`src/shared/aecd_regs.svh`:
```
`ifndef AECD_REGS_SVH
`define AECD_REGS_SVH

// Host-side offsets, 3-bit I/O window.
`define AECD_OFF_DATA0     3'h0
`define AECD_OFF_DATA3     3'h3
`define AECD_OFF_CMD_STAT  3'h4
`define AECD_OFF_BYTE_CTL  3'h5

// Byte lane numbers, 2-bit.
`define AECD_LANE0         2'h0
`define AECD_LANE3         2'h3

// Status bit positions.
`define AECD_ST_OBF        0
`define AECD_ST_IBF        1
`define AECD_ST_CMD        3

// Reset values.
`define AECD_BYTE_RST      8'h00
`define AECD_STAT_RST      8'h00
`define AECD_ZERO_BYTE     8'h00

`endif

```
`src/shared/aecd_pkg.sv`:
```
package aecd_pkg;

    // One host I/O access, taken in the cycle its strobe is high.
    typedef struct packed {
        logic       wr;
        logic       rd;
        logic [2:0] addr;
        logic [7:0] wdata;
    } aecd_host_req_t;

    // One controller-side access to its own aliases.
    typedef struct packed {
        logic       data_wr;
        logic [1:0] data_idx;
        logic [7:0] data_val;
        logic       stat_wr;
        logic [7:0] stat_val;
        logic       ibf_clr;
        logic       four_byte;
    } aecd_ctl_req_t;

endpackage

```
`src/aecd_byte_bank.sv`:
```
`timescale 1ns/100ps
`default_nettype none
`include "aecd_regs.svh"

module aecd_byte_bank
    import aecd_pkg::*;
(
    input  wire logic       clock,    // System clock.
    input  wire logic       sys_rst,  // Synchronous reset.
    input  wire logic       wr_en,    // Write strobe.
    input  wire logic [1:0] wr_idx,   // Byte lane written.
    input  wire logic [7:0] wr_val,   // Byte written.
    input  wire logic [1:0] rd_idx,   // Byte lane read.
    output logic [31:0]     all_q,    // Whole word, registered.
    output logic [7:0]      rd_q      // Selected byte, combinational.
);

    // ==========================================================
    // Four byte registers.
    genvar g;
    generate
        for (g = 0; g < 4; g = g + 1) begin : g_byte
            always_ff @(posedge clock) begin
                if (sys_rst)
                    all_q[8*g +: 8] <= `AECD_BYTE_RST;
                else if (wr_en && wr_idx == 2'(g))
                    all_q[8*g +: 8] <= wr_val;
            end
        end
    endgenerate

    assign rd_q = all_q[8*rd_idx +: 8];

endmodule
`default_nettype wire

```
`src/aecd_status_reg.sv`:
```
`timescale 1ns/100ps
`default_nettype none
`include "aecd_regs.svh"

module aecd_status_reg
    import aecd_pkg::*;
(
    input  wire logic       clock,    // System clock.
    input  wire logic       sys_rst,  // Synchronous reset.
    input  wire logic       sw_wr,    // Controller writes whole status.
    input  wire logic [7:0] sw_val,   // Value written by controller.
    input  wire logic       set_ibf,  // Input-full set event.
    input  wire logic       clr_ibf,  // Input-full clear event.
    input  wire logic       set_obf,  // Output-full set event.
    input  wire logic       clr_obf,  // Output-full clear event.
    input  wire logic       set_cmd,  // Command flag set event.
    input  wire logic       clr_cmd,  // Command flag clear event.
    output logic [7:0]      stat      // Status byte, registered.
);

    logic [7:0] base;
    logic [7:0] next_stat;

    // ==========================================================
    // Hardware events override a same-cycle controller write; set wins over clear.
    always_comb begin
        base = sw_wr ? sw_val : stat;
        next_stat = base;
        next_stat[`AECD_ST_IBF] = set_ibf | (base[`AECD_ST_IBF] & ~clr_ibf);
        next_stat[`AECD_ST_OBF] = set_obf | (base[`AECD_ST_OBF] & ~clr_obf);
        next_stat[`AECD_ST_CMD] = set_cmd | (base[`AECD_ST_CMD] & ~clr_cmd);
    end

    always_ff @(posedge clock) begin
        if (sys_rst)
            stat <= `AECD_STAT_RST;
        else
            stat <= next_stat;
    end

endmodule
`default_nettype wire

```
`src/aecd_host_port.sv`:
```
// Notes on behaviour
// RL1: host data writes land in host_to_controller_data
// RL2: host data reads return controller_to_host_data
// RL3: host should access bytes low to high
// RL4: any data write clears command flag
// RL5: legacy byte0 write sets input_full_flag
// RL6: legacy byte0 read clears output_full_flag
// RL7: legacy bytes 1-3 writes accepted, discarded
// RL8: legacy bytes 1-3 reads return zero
// RL9: legacy bytes 1-3 leave full flags alone
// RL10: four-byte byte3 write sets input_full_flag
// RL11: four-byte byte3 read clears output_full_flag
// RL12: eSPI instance 0 forced to legacy mode
// RL13: data bytes 8-bit, reset to zero
// RL14: command write goes into data byte 0
// RL15: command write sets command and input-full
// RL16: status read-only, mirrors controller status
// RL17: bit 6 is firmware system-management query flag
// RL18: block raises no interrupts, flags only
// RL19: bit 3 is hardware command flag
// RL20: controller read clears input_full_flag
// RL21: bit 5 is firmware OS query flag
// RL22: data byte 0 at offset zero
// RL23: controller write of last byte sets output_full_flag
// RL24: host flag updates land next edge
`timescale 1ns/100ps
`default_nettype none
`include "aecd_regs.svh"

module aecd_host_port
    import aecd_pkg::*;
#(
    parameter bit INSTANCE_ZERO = 1'b0
)
(
    input  wire logic           clock,        // System clock, 50 MHz.
    input  wire logic           sys_rst,      // Synchronous reset, active high.
    input  wire aecd_host_req_t host_req,     // Host I/O access strobe and data.
    output logic [7:0]          host_rdata,   // Host read data, combinational.
    input  wire logic           espi_mode,    // Host link runs eSPI.
    input  wire aecd_ctl_req_t  ctl_req,      // Controller-side accesses.
    output logic [31:0]         h2c_word,     // Host-to-controller bytes.
    output logic [31:0]         c2h_word,     // Controller-to-host bytes.
    output logic [7:0]          status,       // Status byte as both sides see it.
    output logic                four_byte_on  // Effective four-byte mode.
);

    // ==========================================================
    // Access decode.
    logic       four_byte_q;
    wire        is_data   = host_req.addr[2] == 1'b0;
    wire  [1:0] lane      = host_req.addr[1:0];
    wire        data_wr   = host_req.wr && is_data;
    wire        data_rd   = host_req.rd && is_data;
    wire        cmd_wr    = host_req.wr && host_req.addr == `AECD_OFF_CMD_STAT;
    wire  [1:0] last_lane = four_byte_on ? `AECD_LANE3 : `AECD_LANE0;
    wire        lane_live = four_byte_on || lane == `AECD_LANE0;
    wire        lane_last = lane == last_lane;

    assign four_byte_on = four_byte_q && !(INSTANCE_ZERO && espi_mode);   // [RL12]

    always_ff @(posedge clock) begin
        if (sys_rst)
            four_byte_q <= 1'b0;
        else
            four_byte_q <= ctl_req.four_byte;
    end

    // ==========================================================
    // Host-to-controller bytes; command port aliases byte 0.
    wire        h2c_wr  = (data_wr && lane_live) || cmd_wr;                // [RL1] [RL7]
    wire  [1:0] h2c_idx = cmd_wr ? `AECD_LANE0 : lane;                     // [RL14] [RL22]

    aecd_byte_bank u_h2c (                                                 // [RL13]
        .clock   (clock),
        .sys_rst (sys_rst),
        .wr_en   (h2c_wr),
        .wr_idx  (h2c_idx),
        .wr_val  (host_req.wdata),
        .rd_idx  (lane),
        .all_q   (h2c_word),
        .rd_q    ()
    );

    // ==========================================================
    // Controller-to-host bytes.
    logic [7:0] c2h_byte;

    aecd_byte_bank u_c2h (
        .clock   (clock),
        .sys_rst (sys_rst),
        .wr_en   (ctl_req.data_wr),
        .wr_idx  (ctl_req.data_idx),
        .wr_val  (ctl_req.data_val),
        .rd_idx  (lane),
        .all_q   (c2h_word),
        .rd_q    (c2h_byte)
    );

    // ==========================================================
    // Host read data: data lanes, status, reads of unused lanes as zero.
    wire  [7:0] data_rd_val = lane_live ? c2h_byte : `AECD_ZERO_BYTE;      // [RL2] [RL8]
    wire        stat_rd     = host_req.addr == `AECD_OFF_CMD_STAT;
    wire        ctl_rd      = host_req.addr == `AECD_OFF_BYTE_CTL;

    assign host_rdata = is_data ? data_rd_val
                      : stat_rd ? status                                   // [RL16]
                      : ctl_rd  ? {7'h00, four_byte_on}
                      : `AECD_ZERO_BYTE;

    // ==========================================================
    // Status flags; bits 5, 6, 7 and 4, 2 are firmware-owned, no interrupt out.
    wire set_ibf = cmd_wr || (data_wr && lane_live && lane_last);          // [RL5] [RL10] [RL15] [RL9]
    wire clr_obf = data_rd && lane_live && lane_last;                      // [RL6] [RL11] [RL9]
    wire set_obf = ctl_req.data_wr && ctl_req.data_idx == last_lane;      // [RL23]

    aecd_status_reg u_stat (                                               // [RL24] [RL18]
        .clock   (clock),
        .sys_rst (sys_rst),
        .sw_wr   (ctl_req.stat_wr),                                        // [RL17] [RL21]
        .sw_val  (ctl_req.stat_val),
        .set_ibf (set_ibf),
        .clr_ibf (ctl_req.ibf_clr),                                        // [RL20]
        .set_obf (set_obf),
        .clr_obf (clr_obf),
        .set_cmd (cmd_wr),                                                 // [RL15] [RL19]
        .clr_cmd (data_wr),                                                // [RL4]
        .stat    (status)
    );

endmodule
`default_nettype wire

```
`config.mk`:
```
export PLATFORM = sky130hd
export DESIGN_NAME = aecd_host_port
export DESIGN_NICKNAME = d
export VERILOG_FILES = /design/src/shared/aecd_pkg.sv /design/src/aecd_byte_bank.sv /design/src/aecd_status_reg.sv /design/src/aecd_host_port.sv
export VERILOG_INCLUDE_DIRS = /design/src /design/src/shared
export SDC_FILE = /design/constraint.sdc
export NUM_CORES = 1
export LEC_CHECK = 0
export BUFFER_PORTS_ARGS = -buffer_cell sky130_fd_sc_hd__buf_2
export CORE_MARGIN = 5
export CORE_UTILIZATION = 48
export CTS_CLUSTER_DIAMETER = 40
export CTS_CLUSTER_SIZE = 20
export DETAILED_ROUTE_END_ITERATION = 7
export GPL_TIMING_DRIVEN = 1
export PLACE_DENSITY = 0.79
export SYNTH_ARGS = -nofsm -noshare
export SYNTH_HDL_FRONTEND = slang
export SYNTH_SLANG_ARGS = --single-unit
```
`constraint.sdc`:
```
create_clock -name clock -period 1.6 [get_ports clock]
set_input_delay 0.24 -clock clock [delete_from_list [all_inputs] [get_ports clock]]
set_output_delay 0.24 -clock clock [all_outputs]
set_load 0.03 [all_outputs]
```
== Yosys cells after proc, flatten, opt, wreduce, memory -nomap -nowiden ==
Index checks and enable logic that the tools add are counted.
Widths: inputs -> output; s select.
Storage, ports and cells
  register bits after elaboration: 73
  output and inout bits: 81
  word-level logic and storage cells: 61
Operators by class
  eq/ne operators: 10
  shift-type cells: 1
  multiplexer cells: 7
  bitwise logic cells: 10
  reduce and logical (&&, ||, !) cells: 22
Operator list (count)
  $shiftx 32x6->8: 1
  $mux 8: 3
  $logic_and 1x1->1: 16
  $eq 2x2->1 const B: 4
  $eq 3x3->1 const B: 2
  $logic_not 2->1: 3
  $eq 2x1->1 const B: 2
  $eq 2x2->1: 2
  $mux 2: 2
  $mux 4: 1
  $not 1->1: 4
  $and 1x1->1: 3
  $logic_or 1x1->1: 3
  $or 1x1->1: 3
  $mux 1: 1

== Depth between registers and ports, before layout ==
  depth in word-level cells: 7
  mapped depth: 6

== Modules after synthesis ==
A second synthesis with hierarchy kept.
Second synthesis, totals
  cell total of the unflattened synthesis: 328
  area, all modules: 3557.2 µm²
Modules (own cells, without submodules)
  aecd_byte_bank: times used 2, cells an instance 126, area an instance 1472.7 µm², sequential area each 640.6 µm²
  aecd_status_reg: times used 1, cells an instance 29, area an instance 331.6 µm², sequential area each 160.2 µm²
  aecd_host_port: times used 1, cells an instance 47, area an instance 280.3 µm², sequential area each 20.0 µm²

== Least setup slack after synthesis ==
Ideal clock, no wire load.
  path kind: reg2out
  from: reg four_byte_q, in the netlist four_byte_on
  to: out host_rdata[0]
  data arrival time: 1.546 ns
  required time: 1.360 ns
  slack: -0.186 ns
  cell stages (with the launch flop): 5
  cells stage by stage: dfxtp_1 -> mux2i_1 -> nor2_1 -> a21oi_1 -> o21ai_0
Between the ends
  word-level cells in the longest chain between the ends: 3
  elaborated cells on any way between the ends: 5
Ends and longest elaborated chain
  from (decl): RTL line aecd_host_port.sv:50  | logic four_byte_q;
  from (signal assigned): RTL line aecd_host_port.sv:66  | four_byte_q <= ctl_req.four_byte;
  $mux 1 (no line) or $logic_or 1x1->1 (tied branches)
  $mux 8 (no line)
  $mux 8 (no line) *
  to (decl): RTL line aecd_host_port.sv:39  | output logic [7:0] host_rdata,
Every way passes the cells marked *; elsewhere a longest branch is shown, timed or not.

== Worst setup path after layout ==
  from: reg u_c2h.all_q[14]
  to: out host_rdata[6]
Between the ends
  word-level cells in the longest chain between the ends: 3
Ends and longest elaborated chain
  from (decl): RTL line aecd_byte_bank.sv:14  | output logic [31:0] all_q,
  from (signal, indexed assignment): RTL line aecd_byte_bank.sv:25  | all_q[8*g +: 8] <= `AECD_BYTE_RST;
  from (signal, indexed assignment): RTL line aecd_byte_bank.sv:27  | all_q[8*g +: 8] <= wr_val;
  $shiftx 32x6->8: RTL line aecd_byte_bank.sv:32  | assign rd_q = all_q[8*rd_idx +: 8];
  $mux 8 (no line) (2 in a row)
Every way passes these cells.

==> results.toml <==
[placement]
port_buffers = 117
hpwl_um = 6080
pre_cts_slack_ps = -292
place.gp.congestion = 0.860

[routing]
antenna_left = 0
drt_iter0_markers = 128
num_vias = 2636
post_drt_via_cell_ratio = 5.10
wl_per_cell_um = 16.0
drt-pass1-iter-count = 4
drc = 0
wl_um = 8290

[min_path]
whs_endpoint = "four_byte_on$_SDFF_PP0_"
hp-class = "input port to flop"
worstHoldStart = "ctl_req[0]"
holdPathStages = 2

[yosys]
synth_top_family_by_area = "multiplexers"
synth_warnings = 0
synth_edf_count = 0
synth_fa_ha_area_share_pct = 0
syn-mean-instance-area_sq_um = 10.3
synth_compound_area_share_pct = 4.80
yosys_register_bits = 73
async_flop_share_pct = 0
synth_mux_area_share_pct = 28.0
synth.most_common_cell = "dfxtp_1"
synthFlopType = "dfxtp_1"
synth.distinct_cells = 29
syn_nets = 332
synth-xor-area-share_pct = 0
synthTopCellsByCount = "73 x dfxtp_1, 69 x nor2_1, 66 x mux2i_1"
synth.area.top_cells = "dfxtp_1 48%, mux2i_1 22%, nor2_1 8.6%, mux4_2 4.5%, nand2_1 2.5%"
synth_top_cell_by_area = "dfxtp_1"
netlist_instances = 294
synth_top_area_share_pct = 48.3
ys_seq_area_share_pct = 48.3
mappedNetlistArea_sq_um = 3030
synthSimpleGateAreaFrac_pct = 14.5

[timing]
fmax_mhz = 566
hold_viol = 0
drv_slew = 0
postLayoutSetupSlackWorst_ps = -167
skew_ps = 5.94
slew_headroom_pct = 75.3
tightest_slew_ps = 371
finalCritPeriodShare_pct = 110
rsz0062_at_grt = "true"
fin_tns_setup_ps = -998
min_period_ps = 1770
final-setup-viol-count = 8

[clock_tree]
clock-sinks = 73
tritoncts = "yes"
clk_latency_ps = 340
clk_path_buf_depth = 2
clk_pin_slew_worst_paths_ps = 80
cts-hold-fix-buffers = 0
cts_root_buf = "clkbuf_8"
numCtsBuffers = 9
htreeDepth = 3

[setup_path]
criticalPathCategory = "flop to primary output"
worstPathRequired_ps = 1360
worst-path-max-fanout = 3
r2r_end = "u_h2c.all_q[22]$_SDFFE_PP0P_"
reg2reg_slack_ps = 230
rr_startpoint = "four_byte_on$_SDFF_PP0_"
critPathLaunch = "u_c2h.all_q[14]$_SDFFE_PP0P_"
critical_path.startpoint_type = "flop"
reg2reg_depth = 5
crit_path_end_kind = "primary output"
worstPathArrival_ps = 1530

[status]
status = "complete, but fails checks"
violations = "negative setup slack"

[cells_and_area]
finish.net_count = 474
layout-drive-gt1-share_pct = 46.6
area_delta_synth_final_pct = 37.1
diodes = 0

[run]
cap_violations = 0

[grt]
grt.total_usage_pct = 21.3
grt_overflow = 0
antenna_found_initial = 0
grt_max_degree = 38
grt_pass1_vias = 2528
grt_pass1_wl_um = 12800

[die]
dieArea_sq_um = 7990
core_sq_um = 6240
start_util_pct = 48.5
fp.dieH_um = 89.4
die_x_um = 89.4
fp-row-count = 29
pin_count = 119

[power_and_ir_drop]
leakage_nw = 2.20
power_w = 0.00398
ir_drop_v = 0.000717
p_per_area_nw_per_um2 = 959
[cell usage in the layout (no fill, tap or decap), drive strengths merged, types with 2 or more instances in the layout]
cell type    n
nand3        3
nor3b        2
nor2b        2
bufinv       2
dfxtp       73
nand2       20
a22o         7
clkinv       2
o21ai        3
buf        149
clkbuf      11
nor2        69
mux4         8
mux2i       66
a21oi       10
nand3b       2
[flip-flops by register name, summed over array words and instances (netlist names)]
name,cells
four_byte_on,1
u_c2h.all_q,32
u_h2c.all_q,32
u_stat.stat,8
[worst max-delay path by stage]
stage               cells after the start            end
floorplan                               4  host_rdata[0]
global placement                        7  host_rdata[6]
detailed placement                      7  host_rdata[6]
CTS                                     3  host_rdata[6]
global route                            3  host_rdata[3]
finish                                  3  host_rdata[6]
[power by group]
| group | leakage [nW] | internal [W] | total (W) | switching, W |
|---|---|---|---|---|
| Sequential | 0.605 | 0.00187 | 0.00191 | 0.0000360 |
| Combinational | 1.49 | 0.000212 | 0.000536 | 0.000324 |
| Clock | 0.102 | 0.000870 | 0.00153 | 0.000662 |
| Total | 2.20 | 0.00295 | 0.00398 | 0.00102 |
[metrics by stage]
step / util, % / hold slack, ps / area (sq um) / instances
after floorplan: - / 349 / 3030 / 294
after global placement: 60.0 / 440 / 3750 / 490
after detailed placement: 60.0 / 447 / 3750 / 490
after CTS: 65.6 / 113 / 4090 / 515
after global routing: 66.4 / 127 / 4150 / 517
final: 66.4 / 135 / 4150 / 517
[per-layer routing]
| layer | vias to the layer above | track usage [%] | part of all wire (%) |
|---|---|---|---|
| met4 | 0 | 7.17 | 0.72 |
| met3 | 4 | 5.53 | 6.9 |
| li1 | 1299 | - | - |
| met2 | 85 | 34.4 | 49 |
| met5 | - | 0 | 0 |
| met1 | 1248 | 27.7 | 43 |
[critical path, cell delays in order (launching register included)]
cell and delay (ps):
dfxtp_2 340, mux4_2 480, a22o_1 240, buf_6 140
[cell families (layout without fill, tap and decap cells)]
group / Yosys count / in the layout
muxes: 74 / 74
DFF: 73 / 73
AOI/OAI and AO/OA: 22 / 22
and+or+nand+nor: 105 / 105
buffers and inverters: 20 / 166
[cell type report]
| cell class | instances | area [sq um] |
|---|---|---|
| Sequential cell | 73 | 1500 |
| Fill cell | 519 | 2090 |
| Clock inverter | 5 | 81.3 |
| Tap cell | 77 | 96.3 |
| Clock buffer | 10 | 128 |
| Inverter | 1 | 3.75 |
| Timing Repair Buffer | 150 | 890 |
| Multi-Input combinational cell | 201 | 1450 |
[timing repair]
item	4_1_cts	5_1_grt
pin swaps	3	3
hold endpoints to repair	0	0
gates cloned	0	0
gates resized for setup	36	16
endpoints found under the setup margin	8	8
setup buffers	10	2
Power figures use the tool's default switching activity.
